<file path="src/design/swbl_pkg.sv">
package swbl_pkg;
  // Timing
  localparam int CLK_PERIOD_NS  = 10;
  localparam int DEBOUNCE_US    = 1000;
  localparam int DEBOUNCE_CYC   = (DEBOUNCE_US * 1000 + CLK_PERIOD_NS - 1) / CLK_PERIOD_NS;
  localparam int REF_HZ         = 32768;
  localparam int OVERRIDE_S     = 4;
  localparam int OVERRIDE_TICKS = REF_HZ * OVERRIDE_S;

  // Register byte offsets
  localparam logic [7:0] ADDR_STATUS  = 8'h00;
  localparam logic [7:0] ADDR_ENABLE  = 8'h04;
  localparam logic [7:0] ADDR_CONTROL = 8'h08;
  localparam logic [7:0] ADDR_STATE   = 8'h0c;

  // Status bits, write one to clear
  localparam int ST_PWR = 0;
  localparam int ST_SLP = 1;
  localparam int ST_WAK = 2;
  localparam int ST_ALM = 3;
  localparam int ST_OVR = 4;
  // Enable bits
  localparam int EN_PWR = 0;
  localparam int EN_SLP = 1;
  localparam int EN_ALM = 2;
  localparam logic [2:0] ENABLE_RST = 3'h0;
  // Control fields
  localparam int CTL_KIND_LSB = 0;
  localparam int CTL_GO       = 3;
  // State register fields
  localparam int STA_KIND_LSB = 0;
  localparam int STA_ASLEEP   = 3;
  localparam int STA_CAP      = 4;
  localparam int STA_SEQ_LSB  = 5;

  typedef logic [2:0] swbl_kind_t;
  localparam swbl_kind_t KIND_S1  = 3'h1;
  localparam swbl_kind_t KIND_S2  = 3'h2;
  localparam swbl_kind_t KIND_S3  = 3'h3;
  localparam swbl_kind_t KIND_S4  = 3'h4;
  localparam swbl_kind_t KIND_S5  = 3'h5;
  localparam swbl_kind_t KIND_RST = 3'h0;

  localparam logic [1:0] RESP_OKAY   = 2'h0;
  localparam logic [1:0] RESP_SLVERR = 2'h2;

  typedef struct packed {
    logic power_button;
    logic sleep_button;
    logic alarm_irq;
    logic battery_low;
    logic ref_clk;
  } swbl_pins_t;

  typedef struct packed {
    logic       asleep;
    swbl_kind_t kind;
    logic       cpu_reset;
    logic       resume;
  } swbl_pwr_t;

  typedef enum logic [1:0] {SEQ_WORK, SEQ_ENTER, SEQ_SLEEP, SEQ_WAKE} swbl_seq_t;
endpackage

</file>
<file path="src/design/swbl_debounce.sv">
module swbl_debounce #(
  parameter int unsigned CYC = 4
) (
  // Clock and reset
  input  wire logic aclk,
  input  wire logic aresetn,
  // Raw button and cleaned result
  input  wire logic raw,
  output logic      level,
  output logic      press
);
  localparam int W = $clog2(CYC + 1);
  localparam logic [W-1:0] LAST = W'(CYC - 1);

  logic [W-1:0] cnt_r;
  logic         level_r;
  logic         press_r;
  wire          differs = raw != level_r;
  wire          settle  = differs && (cnt_r == LAST);

  assign level = level_r;
  assign press = press_r;

  // Level must differ for CYC cycles in a row before it is taken
  always_ff @(posedge aclk) begin
    if (!aresetn) begin
      cnt_r   <= '0;
      level_r <= 1'b0;
      press_r <= 1'b0;
    end else begin
      cnt_r   <= (differs && !settle) ? cnt_r + 1'b1 : '0;
      level_r <= settle ? raw : level_r;
      press_r <= settle && raw;
    end
  end
endmodule

</file>
<file path="src/design/swbl_top.sv">
// Functional notes
// - Power button held over four seconds in working state forces soft-off.
// - Override event clears the power button press flag.
// - Override enters the sequencer directly, forcing off regardless of software.
// - Sleep button press sets sticky sleep flag until software clears it.
// - Interrupt when sleep flag set by working-state press and its enable set.
// - Sleep button debounced; flag set once on the press edge.
// - Further sleep press while sleeping sets flag and wakes if enabled.
// - Sleep go sequences system into state chosen by sleep kind, S1-S5.
// - Once processor stopped, enabled wake event sets wake flag and wakes.
// - Without S1 support the wake flag may read as zero.
// - Wake from S1 resumes directly; S2-S5 wake restarts processor at reset.
// - Changing state needs waking, new sleep kind, then sleep go again.
// - Alarm wake works in S1 through S3.
// - Alarm wake from S4 optional, shown by a capability flag.
// - Alarm sets alarm flag; with its enable it wakes a sleeping system.
// - Alarm wake blocked while battery-low is asserted.
// - Alarm flag set from the clock chip interrupt pin.
// - Power press sets flag; interrupt if enabled and press in working state.
// - Power press while sleeping sets flag and wakes, regardless of enable.
module swbl_top #(
  parameter int unsigned DEBOUNCE_CYC   = swbl_pkg::DEBOUNCE_CYC,
  parameter int unsigned OVERRIDE_TICKS = swbl_pkg::OVERRIDE_TICKS,
  parameter bit          SUPPORT_S1     = 1'b1,
  parameter bit          ALARM_S4_CAP   = 1'b0
) (
  // Clock and reset
  input  wire logic                aclk,
  input  wire logic                aresetn,
  // AXI4-Lite write
  input  wire logic [7:0]          s_axil_awaddr,
  input  wire logic                s_axil_awvalid,
  output logic                     s_axil_awready,
  input  wire logic [31:0]         s_axil_wdata,
  input  wire logic [3:0]          s_axil_wstrb,
  input  wire logic                s_axil_wvalid,
  output logic                     s_axil_wready,
  output logic [1:0]               s_axil_bresp,
  output logic                     s_axil_bvalid,
  input  wire logic                s_axil_bready,
  // AXI4-Lite read
  input  wire logic [7:0]          s_axil_araddr,
  input  wire logic                s_axil_arvalid,
  output logic                     s_axil_arready,
  output logic [31:0]              s_axil_rdata,
  output logic [1:0]               s_axil_rresp,
  output logic                     s_axil_rvalid,
  input  wire logic                s_axil_rready,
  // Buttons, alarm pin, battery, reference
  input  wire swbl_pkg::swbl_pins_t pins,
  // Platform power control and interrupt
  output swbl_pkg::swbl_pwr_t      pwr,
  output logic                     system_control_irq
);
  localparam int OW = $clog2(OVERRIDE_TICKS + 1);
  localparam logic [OW-1:0] OVR_LAST = OW'(OVERRIDE_TICKS - 1);
  localparam logic [OW-1:0] OVR_FULL = OW'(OVERRIDE_TICKS);

  // Bus side state
  logic                 awready_r, wready_r, bvalid_r, arready_r, rvalid_r;
  logic [1:0]           bresp_r, rresp_r;
  logic [31:0]          rdata_r, wdata_r;
  logic [7:0]           awaddr_r;
  logic                 wstrb0_r;
  // Block state
  logic                 pwr_flag_r, slp_flag_r, wak_flag_r, alm_flag_r, ovr_flag_r;
  logic [2:0]           enable_r;
  swbl_pkg::swbl_kind_t ctl_kind_r, kind_r;
  swbl_pkg::swbl_seq_t  seq_r, seq_nxt;
  logic [OW-1:0]        ovr_cnt_r;
  logic                 ref_q_r, alarm_q_r;
  logic                 irq_r, asleep_r, cpu_reset_r, resume_r;

  // Debounced buttons
  logic pwr_level, pwr_press, slp_level, slp_press;

  swbl_debounce #(.CYC(DEBOUNCE_CYC)) u_pwr_db (
    .aclk    (aclk),
    .aresetn (aresetn),
    .raw     (pins.power_button),
    .level   (pwr_level),
    .press   (pwr_press)
  );

  swbl_debounce #(.CYC(DEBOUNCE_CYC)) u_slp_db (
    .aclk    (aclk),
    .aresetn (aresetn),
    .raw     (pins.sleep_button),
    .level   (slp_level),
    .press   (slp_press)
  );

  // Bus decode
  wire aw_hs   = s_axil_awvalid && awready_r;
  wire w_hs    = s_axil_wvalid && wready_r;
  wire wr_do   = !awready_r && !wready_r && !bvalid_r;
  wire wr_ok   = (awaddr_r == swbl_pkg::ADDR_STATUS) || (awaddr_r == swbl_pkg::ADDR_ENABLE) ||
                 (awaddr_r == swbl_pkg::ADDR_CONTROL) || (awaddr_r == swbl_pkg::ADDR_STATE);
  wire wr_b0   = wr_do && wstrb0_r;
  wire wr_st   = wr_b0 && (awaddr_r == swbl_pkg::ADDR_STATUS);
  wire wr_en   = wr_b0 && (awaddr_r == swbl_pkg::ADDR_ENABLE);
  wire wr_ctl  = wr_b0 && (awaddr_r == swbl_pkg::ADDR_CONTROL);
  wire ar_hs   = s_axil_arvalid && arready_r;
  wire r_hs    = rvalid_r && s_axil_rready;
  wire b_hs    = bvalid_r && s_axil_bready;

  // Write-one-to-clear strobes
  wire clr_pwr = wr_st && wdata_r[swbl_pkg::ST_PWR];
  wire clr_slp = wr_st && wdata_r[swbl_pkg::ST_SLP];
  wire clr_wak = wr_st && wdata_r[swbl_pkg::ST_WAK];
  wire clr_alm = wr_st && wdata_r[swbl_pkg::ST_ALM];
  wire clr_ovr = wr_st && wdata_r[swbl_pkg::ST_OVR];

  // Sleep request
  wire swbl_pkg::swbl_kind_t go_kind = wdata_r[swbl_pkg::CTL_KIND_LSB +: 3];
  wire kind_valid = (go_kind >= swbl_pkg::KIND_S1) && (go_kind <= swbl_pkg::KIND_S5);
  wire go_req     = wr_ctl && wdata_r[swbl_pkg::CTL_GO] && kind_valid;

  // Override hold measured on the reference clock
  wire ref_tick   = pins.ref_clk && !ref_q_r;
  wire in_work    = seq_r == swbl_pkg::SEQ_WORK;
  wire in_sleep   = seq_r == swbl_pkg::SEQ_SLEEP;
  wire ovr_fire   = in_work && pwr_level && ref_tick && (ovr_cnt_r == OVR_LAST);

  // Alarm
  wire alarm_edge = pins.alarm_irq && !alarm_q_r;
  wire alm_state  = (kind_r >= swbl_pkg::KIND_S1 && kind_r <= swbl_pkg::KIND_S3) ||
                    (ALARM_S4_CAP && kind_r == swbl_pkg::KIND_S4);
  wire alm_wake   = alm_flag_r && enable_r[swbl_pkg::EN_ALM] && !pins.battery_low && alm_state;

  // Wake sources, only once the processor has stopped
  wire slp_wake   = slp_press && enable_r[swbl_pkg::EN_SLP];
  wire wake_ev    = in_sleep && (pwr_press || slp_wake || alm_wake);
  wire deep       = kind_r != swbl_pkg::KIND_S1;

  always_comb begin
    seq_nxt = seq_r;
    unique case (seq_r)
      swbl_pkg::SEQ_WORK: begin
        if (ovr_fire || go_req) begin
          seq_nxt = swbl_pkg::SEQ_ENTER;
        end
      end
      swbl_pkg::SEQ_ENTER: seq_nxt = swbl_pkg::SEQ_SLEEP;
      swbl_pkg::SEQ_SLEEP: begin
        if (wake_ev) begin
          seq_nxt = swbl_pkg::SEQ_WAKE;
        end
      end
      swbl_pkg::SEQ_WAKE: seq_nxt = swbl_pkg::SEQ_WORK;
    endcase
  end

  // Sequencer and power outputs
  always_ff @(posedge aclk) begin
    if (!aresetn) begin
      seq_r       <= swbl_pkg::SEQ_WORK;
      kind_r      <= swbl_pkg::KIND_RST;
      asleep_r    <= 1'b0;
      cpu_reset_r <= 1'b0;
      resume_r    <= 1'b0;
    end else begin
      seq_r       <= seq_nxt;
      if (in_work && ovr_fire) begin
        kind_r <= swbl_pkg::KIND_S5;
      end else if (in_work && go_req) begin
        kind_r <= go_kind;
      end
      asleep_r    <= seq_nxt == swbl_pkg::SEQ_ENTER || seq_nxt == swbl_pkg::SEQ_SLEEP;
      cpu_reset_r <= seq_r == swbl_pkg::SEQ_WAKE && deep;
      resume_r    <= seq_r == swbl_pkg::SEQ_WAKE && !deep;
    end
  end

  // Override counter restarts whenever the button is let go
  always_ff @(posedge aclk) begin
    if (!aresetn) begin
      ovr_cnt_r <= '0;
      ref_q_r   <= 1'b0;
      alarm_q_r <= 1'b0;
    end else begin
      ref_q_r   <= pins.ref_clk;
      alarm_q_r <= pins.alarm_irq;
      if (!pwr_level) begin
        ovr_cnt_r <= '0;
      end else if (ref_tick && ovr_cnt_r != OVR_FULL) begin
        ovr_cnt_r <= ovr_cnt_r + 1'b1;
      end
    end
  end

  // Status flags: a set in the same cycle as a clear wins
  always_ff @(posedge aclk) begin
    if (!aresetn) begin
      pwr_flag_r <= 1'b0;
      slp_flag_r <= 1'b0;
      wak_flag_r <= 1'b0;
      alm_flag_r <= 1'b0;
      ovr_flag_r <= 1'b0;
    end else begin
      pwr_flag_r <= !ovr_fire && (pwr_press || (pwr_flag_r && !clr_pwr));
      slp_flag_r <= slp_press || (slp_flag_r && !clr_slp);
      wak_flag_r <= SUPPORT_S1 && (wake_ev || (wak_flag_r && !clr_wak));
      alm_flag_r <= alarm_edge || (alm_flag_r && !clr_alm);
      ovr_flag_r <= ovr_fire || (ovr_flag_r && !clr_ovr);
    end
  end

  // Software-facing control bits and interrupt
  always_ff @(posedge aclk) begin
    if (!aresetn) begin
      enable_r   <= swbl_pkg::ENABLE_RST;
      ctl_kind_r <= swbl_pkg::KIND_RST;
      irq_r      <= 1'b0;
    end else begin
      if (wr_en) begin
        enable_r <= wdata_r[2:0];
      end
      if (wr_ctl) begin
        ctl_kind_r <= go_kind;
      end
      irq_r <= in_work && ((pwr_flag_r && enable_r[swbl_pkg::EN_PWR]) ||
                           (slp_flag_r && enable_r[swbl_pkg::EN_SLP]));
    end
  end

  // Read mux
  wire [4:0] status_v = {ovr_flag_r, alm_flag_r, wak_flag_r, slp_flag_r, pwr_flag_r};
  wire [6:0] state_v  = {seq_r, ALARM_S4_CAP, asleep_r, kind_r};
  logic [31:0] rd_mux;
  logic        rd_ok;
  always_comb begin
    rd_ok  = 1'b1;
    rd_mux = 32'h0;
    unique case (s_axil_araddr)
      swbl_pkg::ADDR_STATUS:  rd_mux = {27'h0, status_v};
      swbl_pkg::ADDR_ENABLE:  rd_mux = {29'h0, enable_r};
      swbl_pkg::ADDR_CONTROL: rd_mux = {29'h0, ctl_kind_r};
      swbl_pkg::ADDR_STATE:   rd_mux = {25'h0, state_v};
      default:                rd_ok  = 1'b0;
    endcase
  end

  // AXI4-Lite slave: address and data taken in either order
  always_ff @(posedge aclk) begin
    if (!aresetn) begin
      awready_r <= 1'b1;
      wready_r  <= 1'b1;
      bvalid_r  <= 1'b0;
      bresp_r   <= swbl_pkg::RESP_OKAY;
      awaddr_r  <= 8'h00;
      wdata_r   <= 32'h0;
      wstrb0_r  <= 1'b0;
    end else begin
      if (aw_hs) begin
        awaddr_r  <= s_axil_awaddr;
        awready_r <= 1'b0;
      end
      if (w_hs) begin
        wdata_r  <= s_axil_wdata;
        wstrb0_r <= s_axil_wstrb[0];
        wready_r <= 1'b0;
      end
      if (wr_do) begin
        bvalid_r <= 1'b1;
        bresp_r  <= wr_ok ? swbl_pkg::RESP_OKAY : swbl_pkg::RESP_SLVERR;
      end
      if (b_hs) begin
        bvalid_r  <= 1'b0;
        awready_r <= 1'b1;
        wready_r  <= 1'b1;
      end
    end
  end

  always_ff @(posedge aclk) begin
    if (!aresetn) begin
      arready_r <= 1'b1;
      rvalid_r  <= 1'b0;
      rdata_r   <= 32'h0;
      rresp_r   <= swbl_pkg::RESP_OKAY;
    end else if (ar_hs) begin
      arready_r <= 1'b0;
      rvalid_r  <= 1'b1;
      rdata_r   <= rd_mux;
      rresp_r   <= rd_ok ? swbl_pkg::RESP_OKAY : swbl_pkg::RESP_SLVERR;
    end else if (r_hs) begin
      arready_r <= 1'b1;
      rvalid_r  <= 1'b0;
    end
  end

  assign s_axil_awready     = awready_r;
  assign s_axil_wready      = wready_r;
  assign s_axil_bvalid      = bvalid_r;
  assign s_axil_bresp       = bresp_r;
  assign s_axil_arready     = arready_r;
  assign s_axil_rvalid      = rvalid_r;
  assign s_axil_rdata       = rdata_r;
  assign s_axil_rresp       = rresp_r;
  assign system_control_irq = irq_r;
  assign pwr.asleep         = asleep_r;
  assign pwr.kind           = kind_r;
  assign pwr.cpu_reset      = cpu_reset_r;
  assign pwr.resume         = resume_r;

  property p_ovr_off;
    @(posedge aclk) disable iff (!aresetn)
    ovr_fire |=> seq_r == swbl_pkg::SEQ_ENTER ##1 (seq_r == swbl_pkg::SEQ_SLEEP && kind_r == swbl_pkg::KIND_S5);
  endproperty
  a_ovr_off: assert property (p_ovr_off) else $error("override did not force off");
  property p_ovr_clr;
    @(posedge aclk) disable iff (!aresetn)
    ovr_fire |=> !pwr_flag_r && ovr_flag_r;
  endproperty
  a_ovr_clr: assert property (p_ovr_clr) else $error("override left power flag set");
  property p_slp_set;
    @(posedge aclk) disable iff (!aresetn)
    slp_press |=> slp_flag_r;
  endproperty
  a_slp_set: assert property (p_slp_set) else $error("sleep press lost");
  property p_irq;
    @(posedge aclk) disable iff (!aresetn)
    (in_work && slp_flag_r && enable_r[swbl_pkg::EN_SLP]) |=> system_control_irq;
  endproperty
  a_irq: assert property (p_irq) else $error("missing interrupt");
  property p_slp_wake;
    @(posedge aclk) disable iff (!aresetn)
    (in_sleep && slp_wake) |=> seq_r == swbl_pkg::SEQ_WAKE ##1 seq_r == swbl_pkg::SEQ_WORK;
  endproperty
  a_slp_wake: assert property (p_slp_wake) else $error("sleep press did not wake");
  property p_go;
    @(posedge aclk) disable iff (!aresetn)
    (in_work && go_req && !ovr_fire) |=> (kind_r == $past(go_kind)) ##1 pwr.asleep;
  endproperty
  a_go: assert property (p_go) else $error("sleep request not sequenced");

  property p_pwr_wake;
    @(posedge aclk) disable iff (!aresetn)
    (in_sleep && pwr_press) |=> (pwr_flag_r && (wak_flag_r || !SUPPORT_S1));
  endproperty
  a_pwr_wake: assert property (p_pwr_wake) else $error("power press did not wake");

  property p_batt;
    @(posedge aclk) disable iff (!aresetn)
    (in_sleep && pins.battery_low && !pwr_press && !slp_wake) |=> seq_r != swbl_pkg::SEQ_WAKE;
  endproperty
  a_batt: assert property (p_batt) else $error("alarm woke on low battery");

  property p_reset_vec;
    @(posedge aclk) disable iff (!aresetn)
    (seq_r == swbl_pkg::SEQ_WAKE) |=> (pwr.cpu_reset == (kind_r != swbl_pkg::KIND_S1)) && (pwr.resume != pwr.cpu_reset);
  endproperty
  a_reset_vec: assert property (p_reset_vec) else $error("wrong wake restart");

  property p_alarm;
    @(posedge aclk) disable iff (!aresetn)
    $rose(pins.alarm_irq) |=> alm_flag_r;
  endproperty
  a_alarm: assert property (p_alarm) else $error("alarm pin did not set flag");
endmodule

</file>
<file path="config.mk">
export PLATFORM = sky130hd
export DESIGN_NAME = swbl_top
export DESIGN_NICKNAME = d
export VERILOG_FILES = /design/src/design/swbl_pkg.sv /design/src/design/swbl_debounce.sv /design/src/design/swbl_top.sv
export SDC_FILE = /design/constraint.sdc
export NUM_CORES = 1
export LEC_CHECK = 0
export BUFFER_PORTS_ARGS = -buffer_cell sky130_fd_sc_hd__buf_2
export CORE_ASPECT_RATIO = 1.1
export CORE_UTILIZATION = 30
export CTS_CLUSTER_DIAMETER = 60
export DETAILED_ROUTE_END_ITERATION = 8
export PLACE_DENSITY = 0.57
export SLEW_MARGIN = 20
export SYNTH_ARGS = -nofsm -noshare
export SYNTH_HDL_FRONTEND = slang
export SYNTH_SLANG_ARGS = --single-unit
</file>
<file path="constraint.sdc">
create_clock -name aclk -period 4 [get_ports aclk]
set_input_delay 0.8 -clock aclk [delete_from_list [all_inputs] [get_ports aclk]]
set_output_delay 0.8 -clock aclk [all_outputs]
set_load 0.01 [all_outputs]
</file>
Yosys cells after proc, flatten, opt, wreduce, memory -nomap -nowiden
Cells that the tools add are included.
{"block": "totals", "output_inout_bits": 48, "word_cells": 162, "input_bits": 64, "register_bits": 133}
{"block": "classes", "n_lt_le_gt_ge": 4, "muxes": 13, "n_eq_ne": 18, "bitwise_logic": 1, "reduce_logical": 89, "add_sub_neg": 3}
{"op": "$logic_and 1x1->1", "n": 50}
{"op": "$add 17x1->17 const B", "n": 2}
{"op": "$eq 17x17->1 const B", "n": 2}
{"op": "$eq 8x4->1 const B", "n": 4}
{"op": "$pmux 7 s4", "n": 1}
{"op": "$add 18x1->18 const B", "n": 1}
{"op": "$eq 18x17->1 const B", "n": 1}
{"op": "$ne 18x18->1 const B", "n": 1}
{"op": "$eq 8x3->1 const B", "n": 2}
{"op": "$logic_not 8->1", "n": 2}
{"op": "$logic_not 1->1", "n": 15}
{"op": "$logic_or 1x1->1", "n": 13}
{"op": "$mux 2", "n": 4}
{"op": "$pmux 2 s4", "n": 1}
{"op": "$eq 2x2->1 const B", "n": 3}
{"op": "$ge 3x1->1 const B", "n": 2}
{"op": "$mux 3", "n": 2}
{"op": "$reduce_and 2->1", "n": 3}
{"op": "$mux 1", "n": 5}
{"op": "$eq 2x1->1 const B", "n": 2}
{"op": "$reduce_bool 2->1", "n": 2}
{"op": "$reduce_or 2->1", "n": 2}
{"op": "$reduce_or 4->1", "n": 1}
{"op": "$le 3x2->1 const B", "n": 1}
{"op": "other kinds (5)", "n": 6}

Logic depth before layout (Yosys ltp)
{"block": "logic_depth", "depth_word": 12, "mapped_depth": 7}

Hierarchy
Synthesis repeated with hierarchy kept, for this count alone.
{"block": "hier_totals", "cells_unflattened": 560, "hier_area_um2": 5073.6}
{"module": "swbl_top", "seq_area_each_um2": 1361.3, "cells_per_inst": 370, "area_each_um2": 3274.4, "n_inst": 1}
{"module": "swbl_debounce", "seq_area_each_um2": 380.4, "cells_per_inst": 95, "area_each_um2": 899.6, "n_inst": 2}

Worst setup path before layout
No wires, ideal clock.
{"block": "synth_path", "kind": "input to register", "startpoint": "input pins[0] (netlist name)", "endpoint": "register asleep_r", "required_time_ns": 3.921, "setup_time_ns": 0.079, "path_stages": 5, "path_slack_ns": 1.833, "arrival_ns": 2.088, "cell_sequence": "nand3b_4 nor4_4 nand4_4 or4_1 o211ai_1"}
{"block": "synth_via", "elab_chain_len": 8}
{"element": "from (decl)", "line": "swbl_top.sv:50", "text": "input wire swbl_pkg::swbl_pins_t pins,"}
{"element": "$logic_and 1x1->1 (*)", "line": "swbl_top.sv:120", "text": "wire ref_tick = pins.ref_clk && !ref_q_r;"}
{"element": "$logic_and 1x1->1 (*) (2 in a row)", "line": "swbl_top.sv:123", "text": "wire ovr_fire = in_work && pwr_level && ref_tick && (ovr_cnt_r == OVR_LAST);"}
{"element": "$logic_or 1x1->1 (*)", "line": "swbl_top.sv:140", "text": "if (ovr_fire || go_req) begin"}
{"element": "$mux 2 (*)", "line": "swbl_top.sv:140"}
{"element": "$pmux 2 s4 (*)", "line": "swbl_top.sv:138", "text": "unique case (seq_r)"}
{"element": "$eq 2x1->1 / $eq 2x2->1 (equally long branches)", "line": "swbl_top.sv:169", "text": "asleep_r <= seq_nxt == swbl_pkg::SEQ_ENTER || seq_nxt == swbl_pkg::SEQ_SLEEP;"}
{"element": "$logic_or 1x1->1 (*)", "line": "swbl_top.sv:169"}
{"element": "to (signal assigned)", "line": "swbl_top.sv:169"}
{"element": "to (decl)", "line": "swbl_top.sv:72", "text": "logic irq_r, asleep_r, cpu_reset_r, resume_r;"}
Mark *: on every way between the ends. The rest lies on a longest branch, timed or not.
A chain may end at the register's enable or synchronous reset.

Final worst setup path
{"block": "layout_path", "startpoint": "register ovr_cnt_r[1]", "endpoint": "register asleep_r"}
{"block": "layout_via", "elab_chain_len": 7}
{"element": "from (decl)", "line": "swbl_top.sv:70", "text": "logic [OW-1:0] ovr_cnt_r;"}
{"element": "from (signal assigned)", "line": "swbl_top.sv:187", "text": "ovr_cnt_r <= ovr_cnt_r + 1'b1;"}
{"element": "$eq 18x17->1 (*)", "line": "swbl_top.sv:123"}
{"element": "$logic_and 1x1->1 (*)", "line": "swbl_top.sv:123"}
{"element": "$logic_or 1x1->1 (*)", "line": "swbl_top.sv:140"}
{"element": "$mux 2 (*)", "line": "swbl_top.sv:140"}
{"element": "$pmux 2 s4 (*)", "line": "swbl_top.sv:138"}
{"element": "$eq 2x1->1 / $eq 2x2->1 (equally long branches)", "line": "swbl_top.sv:169"}
{"element": "$logic_or 1x1->1 (*)", "line": "swbl_top.sv:169"}
Marked as above.

==> key figures <==
Run status
  • Status: finished clean

Clock network
  • Worst-path clk slew: ~0.060 ns
  • CTS Sinks: 106
  • CTS H-Tree Depth: 3
  • Clk root buf: clkbuf_16
  • Num CTS Buffers: 9
  • CTS-repair resized insts: 0
  • Clock Latency Late Sink: 0.34 ns
  • Cts hold-fix bufs: 0
  • Post-CTS Setup Bufs: 0
  • Max clock buf depth: 2
  • CTS tree: done

Drt
  • Drt drc: 0
  • Vias: 3,687
  • Initial DRC Count: 190
  • Final ANT Viol Nets: 0
  • Pre-Repair DR Iteration Count: 4
  • WL final: 9640 um
  • Drt wl/cell: 12.1 um
  • Drt via density: between 4 and 5

Worst setup path
  • Critical Path Sink Type: flip-flop
  • CP Class: flip-flop to flip-flop
  • Critical Path Start Type: flip-flop
  • Worst path slowest cell: or4_1
  • Worst path cell trace: ha_1, nand2_1, nor4_4, nand4_4, or4_1, o211ai_1
  • Worst Path Max Fanout: 6
  • Crit path DAT: 2.42 ns
  • Worst Reg-to-Reg Cells: 6
  • Worst EP required: 4.26 ns
  • Max stage delay on crit path: 0.57 ns

Timing
  • Slew @ Worst Pin: 0.639 ns
  • Final setup fails: 0
  • Setup Skew: 0.00564 ns
  • Final Slew Violations: 0
  • Smallest hold slack: 0.451 ns
  • Slew headroom: 57.3%
  • Fmax: between 0.4 and 0.5 GHz
  • Fin Setup TNS: 0 ns
  • Final Hold Vio Count: 0
  • RSZ-0062 raised after global routing: no
  • Min Clock Period, post-route: 2.16 ns
  • Period utilization: between 50% and 60%

Logic synthesis
  • Synth warn: 0
  • Gate Count Post-Synth: 551
  • Primary FF master, synth: dfxtp_1
  • Sequential-to-total area share from yosys stat: 43.5%
  • Ranking of synthesized cells by area: dfxtp_1, nor2_1, xor2_1
  • Count of cell types in the netlist: 52
  • Ys async rst share: 0%
  • Register bit total from synthesis: around 110
  • Yosys top cell by area: dfxtp_1
  • Syn avg cell area: slightly below 9 um^2
  • Mapped Area: 0.00488 mm^2
  • Post-synth EDFFs: 0
  • Area share of the largest cell type after synthesis: 43.5%

Final layout
  • Antenna cells: 0
  • Fraction of layout cells with a size suffix above 1: 13.5%
  • P&R area growth vs syn: 12.4%
  • Most common cell after layout, fill and taps aside: dfxtp_1
  • Fill cells: 1,625
  • Commonest cells after routing, fill and taps aside: dfxtp_1, nor2_1, buf_2
  • NumNets Final: 667
  • Post-route non-filler standard cell count: about 800

Place
  • Post-DP HPWL: between 7000 and 8000 um
  • Port Buffers: 54
  • Placed cell count: 784
  • GPL Wtd Cong: about 0.74

Floorplanning
  • Number of top-level pins: 112
  • Initial core utilization: 30.9%
  • Die Area: 0.0168 mm^2
  • Die height: 136 um
  • FP Rows: 48
  • Die width: 124 um
  • Core area: 0.0158 mm^2

GRT
  • Antenna violations before repair: 0
  • GR Overflow Total: 0
  • Global-route usage over all layers: 12.2%
  • Pin count of the biggest net entering global routing: 44
  • Vias in the first global route: 3,494
  • First-pass GRT wire length: between 15,000 and 20,000 um

Job
  • Max Cap Violations: 0

Power
  • Total Power: 2.13 mW
  • Max VDD drop: ~200 uV
  • Leakage: between 2 and 2.5 nW
  • Power Density: 389 mW/mm^2

Min path
  • Hold Crit Depth: 1
  • HP Class: flip-flop to flip-flop
==> worst paths after layout <==
check,startpoint,end,slack [ns]
max,ovr_cnt_r[1],asleep_r,1.84
min,u_slp_db.cnt_r[0],u_slp_db.cnt_r[0],0.45
max reg2reg,ovr_cnt_r[1],asleep_r,1.84
min reg2reg,u_slp_db.cnt_r[0],u_slp_db.cnt_r[0],0.45
==> flip-flops by register name (all words and copies together), names as in the netlist, 5 cells and up <==
name            flops
s_axil_rdata        7
u_slp_db.cnt_r     17
awaddr_r            8
wdata_r             5
ovr_cnt_r          18
u_pwr_db.cnt_r     17
==> per-layer routing <==
| layer | vias up | track usage (%) | routed length (um) |
|---|---|---|---|
| li1 | 1898 | - | - |
| met1 | 1699 | 15.2 | 4510 |
| met2 | 80 | 20.7 | 4660 |
| met3 | 10 | 2.02 | 322 |
| met4 | 0 | 4.82 | 152 |
| met5 | - | 0 | 0 |
==> cells by family after synthesis <==
group	after synthesis	synth area share, %
and+or+nand+nor	254	26.7
DFF	106	43.5
buffers and inverters	65	7.31
AOI/OAI and AO/OA	55	8.06
xor gates and xnor gates	49	8.80
muxes	13	3.44
adders and majority gates	8	2.05
other	1	0.0769
==> power breakdown <==
part,internal (mW),leakage (nW),switching [mW],total (mW)
sequential,1.08,0.859,0.0270,1.11
clock,0.450,0.134,0.372,0.822
combinational,0.0817,1.20,0.118,0.199
==> through the flow <==
step,setup slack [ns],util (%),instance area (um^2)
after CTS,1.84,34.7,5480
after detailed placement,1.49,33.0,5210
after global routing,1.67,34.7,5480
after global placement,1.52,33.0,5210
after floorplan,1.83,-,4970
final,1.84,34.7,5480
==> synthesized netlist by cell type, drive strengths merged (2+ instances only) <==
library cell and n:
a21boi 24, a21oi 7, a22oi 4, a311oi 2, and2 4, and3 12
and4 6, buf 30, clkbuf 18, dfxtp 106, ha 8, inv 17
mux2i 10, mux4 3, nand2 51, nand2b 3, nand3 39, nand4 13
nor2 77, nor2b 15, nor3 12, nor4 6, nor4b 4, o211ai 2
o21ai 7, or4 2, xnor2 20, xor2 29
==> area by class of cell <==
cell class	count	area (um^2)	area share, %
multi-input cells	406	2490	45.5
flip-flops and latches	106	2120	38.7
repair buffers	55	278	5.07
clock buffers	12	256	4.68
well taps	200	250	4.57
inverters	17	63.8	1.16
clock inverters	2	13.8	0.251
==> worst max-delay path, delay by kind of cell (launching register included) <==
family | cells | cell delay, ns
AOI/OAI and AO/OA | 1 | 0.10
adders and majority gates | 1 | 0.19
DFF | 1 | 0.39
and+or+nand+nor | 4 | 1.39
No activity file was read; power rests on OpenSTA's default activity.
